===== config.mk =====
export PLATFORM = sky130hd
export DESIGN_NAME = ecsh_top
export DESIGN_NICKNAME = d
export VERILOG_FILES = /design/src/shared/ecsh_pkg.sv /design/src/core/ecsh_meas.sv /design/src/core/ecsh_top.sv
export SDC_FILE = /design/constraint.sdc
export NUM_CORES = 1
export LEC_CHECK = 0
export BUFFER_PORTS_ARGS = -buffer_cell sky130_fd_sc_hd__buf_2
export CORE_MARGIN = 4
export CORE_UTILIZATION = 50
export DETAILED_ROUTE_END_ITERATION = 16
export PLACE_DENSITY_LB_ADDON = 0.15
export SLEW_MARGIN = 20
export SYNTH_ARGS = -nofsm -noshare
export SYNTH_HDL_FRONTEND = slang
export SYNTH_SLANG_ARGS = --single-unit

===== constraint.sdc =====
create_clock -name core_clk -period 2.34 [get_ports core_clk]
set_input_delay 0.468 -clock core_clk [delete_from_list [all_inputs] [get_ports core_clk]]
set_output_delay 0.468 -clock core_clk [all_outputs]
set_load 0.01 [all_outputs]

===== src/shared/ecsh_pkg.sv =====
// package: encoder control/status handshake types and constants
package ecsh_pkg;

    // ------------------------------------------------------------
    // widths and reset values
    // ------------------------------------------------------------
    localparam int          ECSH_WORD_W   = 16;
    localparam int          ECSH_POS_W    = 32;
    localparam int          ECSH_NUM_FN   = 4;
    localparam logic [15:0] ECSH_CTRL_RST = 16'h0000;
    localparam logic [15:0] ECSH_STAT_RST = 16'h0000;
    localparam logic [31:0] ECSH_POS_ZERO = 32'h0000_0000;
    // bits 8..12 of the control word carry nothing
    localparam logic [15:0] ECSH_CTRL_USED = 16'hE0FF;

    // ------------------------------------------------------------
    // command field of the control word
    // ------------------------------------------------------------
    typedef enum logic [2:0] {
        ECSH_CMD_NONE = 3'b000,
        ECSH_CMD_ACT  = 3'b001,
        ECSH_CMD_READ = 3'b010,
        ECSH_CMD_STOP = 3'b011
    } ecsh_cmd_e;

    // ------------------------------------------------------------
    // word layouts, msb first
    // ------------------------------------------------------------
    typedef struct packed {
        logic       ack;
        logic       park;
        logic       cyc;
        logic [4:0] rsv;
        logic       flying;
        logic [2:0] cmd;
        logic [3:0] sel;
    } ecsh_ctrl_s;

    typedef struct packed {
        logic       fault;
        logic       parked;
        logic       cyc;
        logic       rsv12;
        logic       ack_act;
        logic       rsv10;
        logic [1:0] probe;
        logic [3:0] ready;
        logic [3:0] active;
    } ecsh_stat_s;

endpackage


===== src/core/ecsh_meas.sv =====
// one measurement function: arms, captures a position on its event, holds the value
`timescale 1ns/10ps
`default_nettype none
module ecsh_meas (
    // clock and reset
    input  wire logic                           core_clk,
    input  wire logic                           rst,
    // commands
    input  wire logic                           arm,
    input  wire logic                           stop,
    input  wire logic                           flying,
    // events
    input  wire logic                           ref_evt,
    input  wire logic                           probe_evt,
    input  wire logic [ecsh_pkg::ECSH_POS_W-1:0] position,
    // state
    output logic                                active,
    output logic                                ready,
    output logic [ecsh_pkg::ECSH_POS_W-1:0]     value
);
    import ecsh_pkg::*;

    logic                  active_q;
    logic                  ready_q;
    logic                  flying_q;
    logic [ECSH_POS_W-1:0] value_q;
    wire                   evt     = flying_q ? probe_evt : ref_evt;
    wire                   capture = active_q & evt & ~arm & ~stop;

    always_ff @(posedge core_clk) begin
        if (rst) begin
            active_q <= 1'b0;
            ready_q  <= 1'b0;
            flying_q <= 1'b0;
            value_q  <= ECSH_POS_ZERO;
        end else begin
            if (arm) begin
                flying_q <= flying;
            end
            // a capture is one-shot: the function drops out once it has its value
            active_q <= arm | (active_q & ~stop & ~capture);
            // capture sets, arm or stop clears; arm or stop wins, as either one blocks the capture
            ready_q  <= capture | (ready_q & ~arm & ~stop);
            if (capture) begin
                value_q <= position;
            end
        end
    end

    assign active = active_q;
    assign ready  = ready_q;
    assign value  = value_q;
endmodule // ecsh_meas
`default_nettype wire


===== src/core/ecsh_top.sv =====
// encoder control word decode and encoder status word generation for encoder channel 1
// Functional notes
// RULE_01 - The controller picks the functions to act on with a one in control bits 0 to 3.
// RULE_02 - The controller uses control bits 4 to 6 to start, stop or read back the picked functions.
// RULE_03 - The command field decodes into no function, activate, read generated value and interrupt.
// RULE_04 - Control bit 7 at one arms flying probe measurement, at zero a reference mark search.
// RULE_05 - Control bit 13 at one sends the absolute position cyclically in the second position word.
// RULE_06 - Control bit 14 at one parks the encoder.
// RULE_07 - Control bit 15 is the controller's acknowledgement of an encoder fault.
// RULE_08 - Status bits 0 to 3 show which measurement functions 1 to 4 are active.
// RULE_09 - Functions 1 to 4 use reference marks 1 to 4, or two edges each of probe 1 and probe 2.
// RULE_10 - Status bits 4 to 7 show that a captured value of function 1 to 4 can be read.
// RULE_11 - Status bits 8 and 9 follow the high level of probe 1 and probe 2.
// RULE_12 - Status bit 11 is one while a fault acknowledgement is in progress.
// RULE_13 - Status bit 13 confirms that the absolute value is being sent cyclically.
// RULE_14 - Status bit 14 is one while the encoder is parked.
// RULE_15 - On an encoder fault status bit 15 is set and the fault code replaces the position word.
// RULE_16 - Control bits 8 to 12 and status bits 10 and 12 have no function.
// RULE_17 - Reserved status bits read zero and reserved control bits are ignored.
`timescale 1ns/10ps
`default_nettype none
module ecsh_top (
    // clock and reset
    input  wire logic                            core_clk,
    input  wire logic                            rst,
    // cyclic telegram from the controller
    input  wire logic [ecsh_pkg::ECSH_WORD_W-1:0] encoder_control_word,
    input  wire logic                            ctrl_valid,
    // encoder side
    input  wire logic [ecsh_pkg::ECSH_POS_W-1:0]  position,
    input  wire logic [ecsh_pkg::ECSH_NUM_FN-1:0] ref_mark,
    input  wire logic                            probe1,
    input  wire logic                            probe2,
    input  wire logic                            enc_fault,
    input  wire logic [ecsh_pkg::ECSH_POS_W-1:0]  fault_code,
    // answer telegram
    output var ecsh_pkg::ecsh_stat_s             encoder_status_word,
    output logic [ecsh_pkg::ECSH_POS_W-1:0]       second_position_actual_value,
    output logic                                 encoder_park
);
    import ecsh_pkg::*;

    // ------------------------------------------------------------
    // helpers
    // ------------------------------------------------------------
    // lowest set bit as one-hot; read-back shows one function at a time
    function automatic logic [ECSH_NUM_FN-1:0] lowest_one(input logic [ECSH_NUM_FN-1:0] v);
        lowest_one = v & (~v + 4'h1);
    endfunction

    // ------------------------------------------------------------
    // control word register
    // ------------------------------------------------------------
    ecsh_ctrl_s ctrl_q;
    ecsh_ctrl_s ctrl_d;
    assign ctrl_d = ecsh_ctrl_s'(encoder_control_word & ECSH_CTRL_USED); // RULE_16 RULE_17

    always_ff @(posedge core_clk) begin
        if (rst) begin
            ctrl_q <= ecsh_ctrl_s'(ECSH_CTRL_RST);
        end else if (ctrl_valid) begin
            ctrl_q <= ctrl_d;
        end
    end

    // ------------------------------------------------------------
    // command decode
    // ------------------------------------------------------------
    // commands act once per telegram, on the strobe; read-back is a level
    ecsh_cmd_e cmd;
    logic      cmd_act;
    logic      cmd_stop;
    assign cmd = ecsh_cmd_e'(ctrl_d.cmd); // RULE_02

    always_comb begin
        cmd_act  = 1'b0;
        cmd_stop = 1'b0;
        unique case (cmd) // RULE_03
            ECSH_CMD_NONE: ;
            ECSH_CMD_ACT:  cmd_act  = ctrl_valid;
            ECSH_CMD_READ: ;
            ECSH_CMD_STOP: cmd_stop = ctrl_valid;
            default: ;
        endcase
    end

    wire [ECSH_NUM_FN-1:0] arm_v  = {ECSH_NUM_FN{cmd_act}} & ctrl_d.sel;  // RULE_01
    wire [ECSH_NUM_FN-1:0] stop_v = {ECSH_NUM_FN{cmd_stop}} & ctrl_d.sel; // RULE_01
    wire                   rd_cmd = ecsh_cmd_e'(ctrl_q.cmd) == ECSH_CMD_READ;

    // ------------------------------------------------------------
    // probe edges and parking
    // ------------------------------------------------------------
    logic probe1_q;
    logic probe2_q;
    wire  parked = ctrl_q.park; // RULE_06
    // parked encoder delivers no events, so nothing is captured meanwhile
    wire [ECSH_NUM_FN-1:0] probe_ev = {probe2_q & ~probe2, ~probe2_q & probe2,
                                       probe1_q & ~probe1, ~probe1_q & probe1} & {ECSH_NUM_FN{~parked}}; // RULE_09
    wire [ECSH_NUM_FN-1:0] ref_ev   = ref_mark & {ECSH_NUM_FN{~parked}}; // RULE_09

    always_ff @(posedge core_clk) begin
        if (rst) begin
            probe1_q <= 1'b0;
            probe2_q <= 1'b0;
        end else begin
            probe1_q <= probe1;
            probe2_q <= probe2;
        end
    end

    // ------------------------------------------------------------
    // measurement functions
    // ------------------------------------------------------------
    logic [ECSH_NUM_FN-1:0] fn_active;
    logic [ECSH_NUM_FN-1:0] fn_ready;
    logic [ECSH_POS_W-1:0]  fn_value [ECSH_NUM_FN];

    for (genvar i = 0; i < ECSH_NUM_FN; i++) begin : g_fn
        ecsh_meas u_meas (
            .core_clk  (core_clk),
            .rst       (rst),
            .arm       (arm_v[i]),
            .stop      (stop_v[i]),
            .flying    (ctrl_d.flying), // RULE_04
            .ref_evt   (ref_ev[i]),
            .probe_evt (probe_ev[i]),
            .position  (position),
            .active    (fn_active[i]),
            .ready     (fn_ready[i]),
            .value     (fn_value[i])
        );
    end

    wire [ECSH_NUM_FN-1:0] rd_pick = lowest_one(ctrl_q.sel & fn_ready);
    logic [ECSH_POS_W-1:0] rd_value;
    always_comb begin
        rd_value = ECSH_POS_ZERO;
        for (int k = 0; k < ECSH_NUM_FN; k++) begin
            if (rd_pick[k]) begin
                rd_value = fn_value[k];
            end
        end
    end

    // ------------------------------------------------------------
    // encoder fault and acknowledgement
    // ------------------------------------------------------------
    logic                  fault_q;
    logic [ECSH_POS_W-1:0] code_q;
    wire                   fault_new = enc_fault & ~parked;
    wire                   ack_act   = ctrl_q.ack & fault_q; // RULE_07

    always_ff @(posedge core_clk) begin
        if (rst) begin
            fault_q <= 1'b0;
            code_q  <= ECSH_POS_ZERO;
        end else begin
            // a fault still present keeps the flag up against the acknowledgement
            fault_q <= fault_new | (fault_q & ~ack_act); // RULE_07 RULE_15
            if (fault_new) begin
                code_q <= fault_code;
            end
        end
    end

    // ------------------------------------------------------------
    // answer telegram
    // ------------------------------------------------------------
    ecsh_stat_s            stat_d;
    ecsh_stat_s            stat_q;
    logic [ECSH_POS_W-1:0] xist_d;
    logic [ECSH_POS_W-1:0] xist_q;
    wire                   cyc_on = ctrl_q.cyc & ~parked & ~fault_q;

    always_comb begin
        stat_d         = ecsh_stat_s'(ECSH_STAT_RST); // RULE_16 RULE_17
        stat_d.active  = fn_active;                   // RULE_08
        stat_d.ready   = fn_ready;                    // RULE_10
        stat_d.probe   = {probe2, probe1};            // RULE_11
        stat_d.ack_act = ack_act;                     // RULE_12
        stat_d.cyc     = cyc_on;                      // RULE_13
        stat_d.parked  = parked;                      // RULE_14
        stat_d.fault   = fault_q;                     // RULE_15
    end

    // fault code has priority, then a requested read-back, then the cyclic value
    assign xist_d = fault_q          ? code_q   : // RULE_15
                    (rd_cmd && |rd_pick) ? rd_value : // RULE_10
                    cyc_on           ? position : ECSH_POS_ZERO; // RULE_05

    always_ff @(posedge core_clk) begin
        if (rst) begin
            stat_q <= ecsh_stat_s'(ECSH_STAT_RST);
            xist_q <= ECSH_POS_ZERO;
        end else begin
            stat_q <= stat_d;
            xist_q <= xist_d;
        end
    end

    assign encoder_status_word          = stat_q;
    assign second_position_actual_value = xist_q;
    assign encoder_park                 = parked;
endmodule // ecsh_top
`default_nettype wire


==> results of run 1 <==
[metrics by stage]
stage	instances	hold slack, ns
3_3_place_gp	1582	0.441
6_report	1626	0.185
5_1_grt	1626	0.188
4_1_cts	1626	0.180
2_1_floorplan	1256	0.436
3_5_place_dp	1582	0.446
[path summary, 6_finish.rpt]
path                                   startpoint                                     to  cells past startpoint
max                     encoder_park$_SDFFE_PP0P_  g_fn[2].u_meas.value[16]$_SDFFE_PP0P_                      5
min                                fault_code[30]                code_q[30]$_SDFFE_PP0P_                      3
max reg2reg             encoder_park$_SDFFE_PP0P_  g_fn[2].u_meas.value[16]$_SDFFE_PP0P_                      5
min reg2reg  g_fn[3].u_meas.value[2]$_SDFFE_PP0P_   g_fn[3].u_meas.value[2]$_SDFFE_PP0P_                      2
[routing by layer]
metal  wire length [um]  vias to the layer above
met3               2060                       47
met1              12800                     4363
met2              13400                      277
met5                 14                        -
li1                   -                     4503
met4                545                        4
[cells by family after synthesis]
logic type | Yosys count | synth area share
AND/OR/NAND/NOR | 481 | 0.206
AO/OA/AOI/OAI | 384 | 0.257
flip-flops | 229 | 0.466
buffers and inverters | 150 | 0.0615
multiplexers | 10 | 0.0102
other | 1 | 0.000381
[flip-flops by register name, indices dropped and copies added (netlist names)]
register and flops:
g_fn.u_meas.active 4, code_q 32, g_fn.u_meas.value 128, probe2_q 1
ctrl_q 9, g_fn.u_meas.flying_q 4, fault_q 1, g_fn.u_meas.ready 4
second_position_actual_value 32, encoder_park 1, encoder_status_word 13
[layout by cell type (no fill, tap or decap), types with 2 or more instances in the layout]
cell type and n:
mux2i_1 10, nor2b_2 2, nand2_1 332, a211oi_1 32
inv_1 33, clkbuf_8 5, and2_1 2, buf_2 130
a21oi_1 170, dfxtp_1 228, o2111a_1 4, clkbuf_1 6
buf_4 41, and3b_1 4, nor3b_1 2, conb_1 2
clkbuf_16 25, o21ai_0 40, bufinv_16 4, nand3_1 97
nand4b_1 4, nor2b_1 15, clkinv_2 3, a22o_1 2
o22ai_2 30, o2111ai_4 4, a21o_1 31, a211o_1 31
a31oi_1 35, buf_12 6, nor2_1 20
[report_power, final]
part	switching [uW]	internal [uW]
logic	437	262
clock network	1560	2560
registers	55.4	4000
[worst reg2reg max path: stages, from the launching register on]
cell and delay, ns:
dfxtp_1 0.36, inv_1 0.47, o2111a_1 0.29, buf_4 0.43, nand2_1 0.11, a21oi_1 0.14
[cell type report]
cell class,count,area share
clock buffer,36,0.0611
clock inverter,8,0.0122
inverter,33,0.0106
multi-input combinational,877,0.404
sequential,229,0.391
tap,265,0.0283
timing repair buffer,178,0.0929
==> run summary, run 1 <==
CP Max Fanout = 32
Initial Util = 0.508
total power per unit cell area = 756 nW/um^2
FF-to-FF setup slack = 0.44 ns
outcome = finished, final reports clean
Worst Path Class, Setup = reg2reg
Core Util, Final = 0.605
crit path DAT = 2.33 ns
die width = 148 um
Startpoint Class = flip-flop
Max Fclk = 527 MHz
worst path bufs/invs = 2
DR WL/cell = 17.7 um
worst-path cell chain = inv_1, o2111a_1, buf_4, nand2_1, a21oi_1
GRT Total Usage = 0.256
Hold Buf Count CTS = 0
Yosys top cell area share = 0.466
vias in the first global route = 8789
HPWL after DPL = 17000 um
GPL Wtd Cong = 0.782
Post-synth top cells = nand2_1 (332), dfxtp_1 (229), a21oi_1 (170), clkbuf_1 (103), nand3_1 (97)
IO Port Bufs = 131
Async SR Flop Fraction = 0
sequential element share of the synthesized area = 0.466
dpl ws = 0.399 ns
TritonCTS clock tree = built
sequential cell area = 4590 um^2
slew at the pin with the worst max-slew slack = 0.602 ns
setup TNS = 0 ns
post-route ant nets = 0
crit end category = flip-flop
Max IR drop VDD = 0.479 mV
WP data required = 2.77 ns
Post-synth top flop = dfxtp_1
Synth Instances = 1255
placed cell area = 10900 um^2
ant diodes = 0
Layout area overhead = 19.1%
Synth area leader = dfxtp_1
worst skew pair latency = 0.51 ns
nets = 1434
Max-Cap Viols = 0
Vias = 9194
met1 Usage GRT = 0.345
YS warnings = 0
drt total wl = 28800 um
DR pass1 iterations = 5
fin area = 11700 um^2
Rel. slew slack = 0.598
Longest Clk Path Bufs = 3
initial antenna violation count = 2
Num CTS Buffers = 25
Setup Fix Bufs, Post-CTS = 0
RSZ-0062 raised after global routing = no
largest net degree at the start of global routing = 43
slowest stage delay, CP = 0.47 ns
DIE AREA = 22000 um^2
Hold WC Path Type = in2reg
EDFF count, synth = 0
H-tree depth = 1
row count = 51
final total power = 8870 uW
root buffer cell = clkbuf_16
Setup Viol. Count Final = 0
clk sink count = 229
Top Usage Layer GRT = met2
Leak = 0.00422 uW
post-synth cell types = 34
vias per cell = 5.65
Max Clock Skew = 0.0120 ns
1st-iter DRT viols = 670
die height = 148 um
final worst-path cycle share = 0.811
Boundary Pins = 139
number of fill cells = 1828
met2 Track Usage GR = 0.421
minimum clock period = 1.90 ns
Slew Limit Fails = 0
Syn Area/Cell = 7.85 um^2
most common cell in the netlist = nand2_1
drt drc = 0
Crit path max-delay family = buffers and inverters
Final WS setup = 0.442 ns
final-report hold violation count = 0
global-route wire length before repair = 46100 um
PostCTS Resize Cnt = 0
area of the multi-input gates = 4740 um^2
gr ovfl total = 0
met3 Track Usage GR = 0.0518
Synth area leaders = dfxtp_1 (47%), nand2_1 (13%), a21oi_1 (8.6%)
mapped cell area = 9850 um^2
share of layout cells above drive strength 1 = 0.188
post-synthesis register bit count = 229
core box area = 19400 um^2
clock-pin slew on the worst setup and hold paths = 0.06 ns
CP max-delay cell = inv_1
(Power assumes the default switching activity.)
==> inputs of run 2 (changes only) <==
--- a/config.mk
+++ b/config.mk
@@ -5,6 +5,7 @@
 export SDC_FILE = /design/constraint.sdc
 export NUM_CORES = 1
 export LEC_CHECK = 0
+export ABC_AREA = 1
 export BUFFER_PORTS_ARGS = -buffer_cell sky130_fd_sc_hd__buf_2
 export CORE_MARGIN = 4
 export CORE_UTILIZATION = 50
==> constraint.sdc (replaced) <==
create_clock -name core_clk -period 1.7 [get_ports core_clk]
set_input_delay 0.34 -clock core_clk [delete_from_list [all_inputs] [get_ports core_clk]]
set_output_delay 0.34 -clock core_clk [all_outputs]
set_load 0.01 [all_outputs]
==> run 2 against run 1 <==
  * Clock-buffer cell count up 3
  * Clock power up 34%
  * Worst hold slack worse by 0.13 ns
  * Global-route usage up 0.88 points
  * Utilization up 0.59 points
  * Sequential cell count unchanged
  * First-iteration DRC count up 56%
  * Synthesized cell count up 24%
  * Critical path type unchanged
==> run summary, run 2 <==
YS warnings = 0 (unchanged)
Synth Instances = 1551 (+24%)
largest net degree at the start of global routing = 58 (+35%)
drt drc = 0 (unchanged)
Compound-Gate Fraction of Synth Area = 0.0817 (-0.175)
Post-synth top cells = nor2_1 (436), nand2_1 (256), dfxtp_1 (229), nand3_1 (202), inv_1 (96)
sequential element share of the synthesized area = 0.444 (-0.0220)
Initial Util = 0.509 (+0.00157)
most common cell in the netlist = nor2_1
GPL Wtd Cong = 0.796 (+1.8%)
crit end category = flip-flop
Vias = 10300 (+12%)
Final WS setup = 0.105 ns (-0.337 ns)
Boundary Pins = 139 (unchanged)
slew at the pin with the worst max-slew slack = 0.737 ns (+0.135 ns)
1st-iter DRT viols = 1042 (+56%)
core box area = 20300 um^2 (+4.6%)
TritonCTS clock tree = built
Layout area overhead = 19.9%
Post-synth top flop = dfxtp_1
Async SR Flop Fraction = 0 (unchanged)
Rel. slew slack = 0.508 (-0.0903)
crit path DAT = 2.01 ns (-0.32 ns)
Startpoint Class = flip-flop
minimum clock period = 1.59 ns (-0.303 ns)
largest family of logic cells by synthesized area = simple AND/OR/NAND/NOR gates
slowest stage delay, CP = 0.34 ns (-0.13 ns)
mux cell area share after synthesis = 0 (-0.0102)
vias in the first global route = 9334 (+6.2%)
post-route ant nets = 0 (unchanged)
dpl ws = -0.220 ns (-0.619 ns)
Setup Viol. Count Final = 0 (unchanged)
Synth area leader = dfxtp_1
worst skew pair latency = 0.53 ns (+0.02 ns)
share of layout cells above drive strength 1 = 0.160 (-0.0285)
Longest Clk Path Bufs = 3 (unchanged)
fin area = 12400 um^2 (+5.7%)
IO Port Bufs = 131 (unchanged)
RSZ-0062 raised after global routing = no
global-route wire length before repair = 48900 um (+5.9%)
Max-Cap Viols = 0 (unchanged)
DIE AREA = 23000 um^2 (+4.7%)
EDFF count, synth = 0 (unchanged)
Worst Path Class, Setup = reg2reg
most frequent cells in the layout = nor2_1 (435), nand2_1 (253), dfxtp_1 (228), nand3_1 (202), buf_2 (131)
Max IR drop VDD = 0.655 mV (+37%)
GRT Total Usage = 0.264 (+0.00876)
H-tree depth = 1 (unchanged)
worst-path cell chain = nand2_2, nand4_1, nand2_2, buf_4, a21oi_1, a21oi_1
DR WL/cell = 16.1 um (-9.2%)
final worst-path cycle share = 0.938 (+0.127)
gr ovfl total = 0 (unchanged)
die height = 152 um (+2.3%)
final-report hold violation count = 0 (unchanged)
WP data required = 2.12 ns (-0.65 ns)
initial antenna violation count = 0 (-2)
total power per unit cell area = 988 nW/um^2 (+31%)
Core Util, Final = 0.611 (+0.00589)
XOR/XNOR share of the synthesized area = 0 (unchanged)
outcome = finished, final reports clean
Syn Area/Cell = 6.66 um^2 (-15%)
post-synthesis register bit count = 229 (unchanged)
CP max-delay cell = dfxtp_1
Max Clock Skew = 0.0125 ns (+0.000537 ns)
drt total wl = 31500 um (+9.3%)
Yosys top cell area share = 0.444 (-0.0220)
root buffer cell = clkbuf_16
Hold WC Path Type = in2reg
nets = 1760 (+23%)
Leak = 0.00570 uW (+35%)
row count = 52 (+2.0%)
DR pass1 iterations = 7 (+2)
CP Max Fanout = 23 (-28%)
commonest non-fill, non-tap cell in the layout = nor2_1
setup TNS = 0 ns (unchanged)
number of fill cells = 1984 (+8.5%)
mapped cell area = 10300 um^2 (+5.0%)
Num CTS Buffers = 26 (+4.0%)
Adder-Cell Fraction of Synth Area = 0 (unchanged)
ant diodes = 0 (unchanged)
placed cell area = 11500 um^2 (+5.3%)
Slew Limit Fails = 0 (unchanged)
clk sink count = 229 (unchanged)
post-synth cell types = 25 (-26%)
clock-pin slew on the worst setup and hold paths = 0.06 ns (about the same)
Max Fclk = 627 MHz (+19%)
final total power = 12200 uW (+38%)
HPWL after DPL = 18300 um (+7.7%)
Synth area leaders = dfxtp_1 (44%), nor2_1 (16%), nand3_1 (9.8%)
Largest register FFs = 128 (unchanged)
die width = 152 um (+2.3%)
simple-gate portion of the synthesized area = 0.385 (+0.179)
vias per cell = 5.27 (-6.8%)
-- run 2: cell count changes after synthesis, sizes merged, moves of 34 or more --
| cell | previous run | this run |
|---|---|---|
| nand3 | 97 | 206 |
| clkbuf | 103 | 48 |
| a31oi | 35 | 0 |
| a21oi | 170 | 80 |
| inv | 33 | 97 |
| buf | 14 | 65 |
| nand4 | 0 | 34 |
| o21ai | 41 | 79 |
| nor2 | 21 | 442 |
| nand2 | 332 | 261 |
-- run 2: timing repair --
action / 4_1_cts / 5_1_grt
setup buffers: 0 / 4
cloned: 2 / 1
hold buffers: 0 / 0
pin swaps: 1 / 3
hold endpoints to repair: 0 / 0
gates resized for setup: 5 / 1
endpoints found under the setup margin: 70 / 67
-- run 2: final cells by class --
class | instances | area (um^2) | area share
Timing Repair Buffer | 200 | 1390 | 0.112
Inverter | 98 | 370 | 0.0299
Sequential cell | 229 | 4590 | 0.370
Multi-Input combinational cell | 1115 | 4880 | 0.393
Clock buffer | 39 | 791 | 0.0638
Clock inverter | 5 | 50.0 | 0.00404
Tap cell | 270 | 338 | 0.0273
-- run 2: final timing paths --
check / from / endpoint / slack [ns] / cells after the start
worst min-delay path: probe2 / probe2_q$_SDFF_PP0_ / 0.05 / 3
worst max register to register: g_fn[0].u_meas.ready$_SDFF_PP0_ / second_position_actual_value[19]$_SDFF_PP0_ / 0.11 / 6
worst max-delay path: g_fn[0].u_meas.ready$_SDFF_PP0_ / second_position_actual_value[19]$_SDFF_PP0_ / 0.11 / 6
worst min register to register: g_fn[2].u_meas.active$_SDFF_PP0_ / encoder_status_word[2]$_SDFF_PP0_ / 0.43 / 2
-- run 2: routing by layer --
layer	share of wire	up-vias	global-route usage
li1	-	5171	-
met1	0.42	4707	0.364
met2	0.47	377	0.440
met3	0.085	57	0.0348
met4	0.023	0	0.0678
met5	0	-	0
-- run 2: report_power, final --
part / internal [uW] / switching (uW) / leakage [uW] / total, uW
combinational: 410 / 743 / 0.00342 / 1150
sequential: 5530 / 63.4 / 0.00186 / 5600
clock: 3330 / 2170 / 0.000419 / 5500
-- run 2: metrics by stage --
step | hold slack, ns | instances
floorplan | 0.403 | 1552
global placement | 0.424 | 1905
detailed placement | 0.422 | 1905
CTS | 0.0365 | 1951
global route | 0.0549 | 1956
finish | 0.0502 | 1956
-- run 2: cell families after synthesis --
logic type             Yosys count
DFF                            229
AOI/OAI and AO/OA              164
and+or+nand+nor                946
other                            1
buffers and inverters          211
-- run 2: worst max-delay path: cells and delay by family, from the launching register on --
kind                   cells  cell delay [ns]
and+or+nand+nor            3             0.51
buffers and inverters      1             0.28
AOI/OAI and AO/OA          2             0.35
DFF                        1             0.34
==> inputs of run 3 (changes only) <==
--- a/config.mk
+++ b/config.mk
@@ -8,9 +8,10 @@
 export ABC_AREA = 1
 export BUFFER_PORTS_ARGS = -buffer_cell sky130_fd_sc_hd__buf_2
 export CORE_MARGIN = 4
-export CORE_UTILIZATION = 50
+export CORE_UTILIZATION = 44
 export DETAILED_ROUTE_END_ITERATION = 16
 export PLACE_DENSITY_LB_ADDON = 0.15
+export SKIP_LAST_GASP = 1
 export SLEW_MARGIN = 20
 export SYNTH_ARGS = -nofsm -noshare
 export SYNTH_HDL_FRONTEND = slang
==> constraint.sdc (replaced) <==
create_clock -name core_clk -period 1.81 [get_ports core_clk]
set_input_delay 0.362 -clock core_clk [delete_from_list [all_inputs] [get_ports core_clk]]
set_output_delay 0.362 -clock core_clk [all_outputs]
set_load 0.01 [all_outputs]
==> run 3 against run 2 <==
  * Sequential share of layout area is 0.096 points lower
  * Worst hold slack better by 0.0052 ns
  * Sequential power is 6.2% lower
  * Register-to-register slack worse by 0.03 ns
  * First-iteration DRC count is 23% lower
  * Cell count is 1.8% higher
  * Utilization is 6.7 points lower
  * Power is 2.8% lower
  * Die area is 13% higher
  * Clock-buffer cell count is 1 higher
  * Worst setup slack worse by 0.029 ns
  * Critical endpoint is now g_fn[1].u_meas.value[7]$_SDFFE_PP0P_
  * Highest routed layer unchanged
==> run summary, run 3 (synthesis gave the netlist of run 2 again) <==
Max-Cap Viols = 0 (unchanged)
WP data required = 2.27 ns (+0.15 ns)
commonest non-fill, non-tap cell in the layout = nor2_1
most frequent cells in the layout = nor2_1 (435), nand2_1 (254), dfxtp_1 (229), nand3_1 (202), buf_2 (131)
non-filler cells, final = 1992 (+1.8%)
die height = 161 um (+6.3%)
Final WS setup = 0.0760 ns (-0.0294 ns)
initial antenna violation count = 0 (unchanged)
Hold Buf Count CTS = 0 (unchanged)
Max IR drop VDD = 0.520 mV (-21%)
drt drc = 0 (unchanged)
TritonCTS clock tree = built
largest net degree at the start of global routing = 65 (+12%)
HPWL after DPL = 18700 um (+1.8%)
CP max-delay cell = nor2_4
vias in the first global route = 9604 (+2.9%)
root buffer cell = clkbuf_16
crit path DAT = 2.19 ns (+0.18 ns)
CP Max Fanout = 17 (-26%)
drt total wl = 32400 um (+2.8%)
worst skew pair latency = 0.53 ns (about the same)
outcome = finished, final reports clean
Leak = 0.00567 uW (-0.42%)
IO Port Bufs = 131 (unchanged)
Longest Clk Path Bufs = 3 (unchanged)
global-route wire length before repair = 49700 um (+1.7%)
Max Clock Skew = 0.0165 ns (+0.00403 ns)
Setup Viol. Count Final = 0 (unchanged)
Core Util, Final = 0.544 (-0.0668)
Rel. slew slack = 0.492 (-0.0157)
met1 Usage GRT = 0.310 (-0.0544)
ant diodes = 0 (unchanged)
minimum clock period = 1.73 ns (+0.139 ns)
Vias = 10300 (+0.16%)
Initial Util = 0.452 (-0.0568)
Startpoint Class = flip-flop
Max Fclk = 577 MHz (-8.0%)
Num CTS Buffers = 26 (unchanged)
met3 Track Usage GR = 0.0339 (-0.000863)
core box area = 22800 um^2 (+13%)
total power per unit cell area = 958 nW/um^2 (-3.0%)
Top Usage Layer GRT = met2
Crit path max-delay family = simple AND/OR/NAND/NOR gates
final worst-path cycle share = 0.958 (+0.0200)
nets = 1750 (-0.57%)
H-tree depth = 1 (unchanged)
Boundary Pins = 139 (unchanged)
1st-iter DRT viols = 800 (-23%)
GPL Wtd Cong = 0.776 (-2.5%)
vias per cell = 5.19 (-1.6%)
die width = 161 um (+6.3%)
share of layout cells above drive strength 1 = 0.154 (-0.00529)
Slew Limit Fails = 0 (unchanged)
worst-path cell chain = inv_1, nand3_2, nor2_4, nor2_1, nor2_1
clock-pin slew on the worst setup and hold paths = 0.06 ns (about the same)
RSZ-0062 raised after global routing = yes
DR pass1 iterations = 5 (-2)
Worst Path Class, Setup = reg2reg
crit end category = flip-flop
post-route ant nets = 0 (unchanged)
Most Frequent Cell on Critical Path = nor2_1
GRT Total Usage = 0.232 (-0.0324)
Largest register FFs = 128 (unchanged)
DR WL/cell = 16.2 um (+0.95%)
worst path bufs/invs = 1 (unchanged)
final-report hold violation count = 0 (unchanged)
clk sink count = 229 (unchanged)
met2 Track Usage GR = 0.399 (-0.0417)
slowest stage delay, CP = 0.57 ns (+0.23 ns)
Layout area overhead = 20.2%
dpl ws = -0.135 ns (+0.0850 ns)
Hold WC Path Type = in2reg
row count = 55 (+5.8%)
DIE AREA = 26000 um^2 (+13%)
slew at the pin with the worst max-slew slack = 0.762 ns (+0.0246 ns)
cell count after placement = 1941 (+1.9%)
gr ovfl total = 0 (unchanged)
[run 3: power by group]
part | switching, uW | internal, uW
clock | 2100 | 3470
combinational | 700 | 378
sequential | 56.9 | 5200
total | 2860 | 9040
[run 3: layout make-up]
| type | instances | area (um^2) |
|---|---|---|
| Sequential cell | 229 | 4580 |
| Fill cell | 2362 | 10400 |
| Tap cell | 313 | 392 |
| Clock inverter | 7 | 113 |
| Multi-Input combinational cell | 1115 | 4870 |
| Inverter | 98 | 373 |
| Timing Repair Buffer | 190 | 1290 |
| Clock buffer | 40 | 805 |
[run 3: final timing paths]
kind | depth (start not counted) | from | endpoint | slack [ns]
min | 3 | encoder_control_word[13] | ctrl_q[13]$_SDFFE_PP0P_ | 0.06
max | 5 | encoder_park$_SDFFE_PP0P_ | g_fn[1].u_meas.value[7]$_SDFFE_PP0P_ | 0.08
min reg2reg | 2 | g_fn[0].u_meas.active$_SDFF_PP0_ | encoder_status_word[0]$_SDFF_PP0_ | 0.43
max reg2reg | 5 | encoder_park$_SDFFE_PP0P_ | g_fn[1].u_meas.value[7]$_SDFFE_PP0P_ | 0.08
[run 3: tightest hold or removal path, delay by kind of cell]
family	cells	cell delay, ns
and+or+nand+nor	2	0.11
buffers and inverters	1	0.08
[run 3: stage by stage]
stage / area [um^2] / total power (uW) / hold slack [ns] / setup TNS (ns)
after global routing: 12400 / 12300 / 0.0717 / -0.0400
after global placement: 11500 / 6410 / 0.420 / -6.48
after floorplan: 10300 / 5970 / 0.403 / 0
after detailed placement: 11500 / 6420 / 0.418 / -10.09
final: 12400 / 11900 / 0.0554 / 0
after CTS: 12400 / 12000 / 0.0409 / -0.0506
[run 3: per-layer routing]
| layer | wire, um | part of all wire |
|---|---|---|
| met1 | 14200 | 0.44 |
| met2 | 15300 | 0.47 |
| met3 | 2240 | 0.069 |
| met4 | 623 | 0.019 |
| met5 | 0 | 0 |
[run 3: what timing repair did]
item / 4_1_cts / 5_1_grt
buffers inserted: 0 / 1
gates cloned: 0 / 3
setup endpoints to repair: 7 / 99
gates resized for setup: 0 / 3
pin swaps: 0 / 1
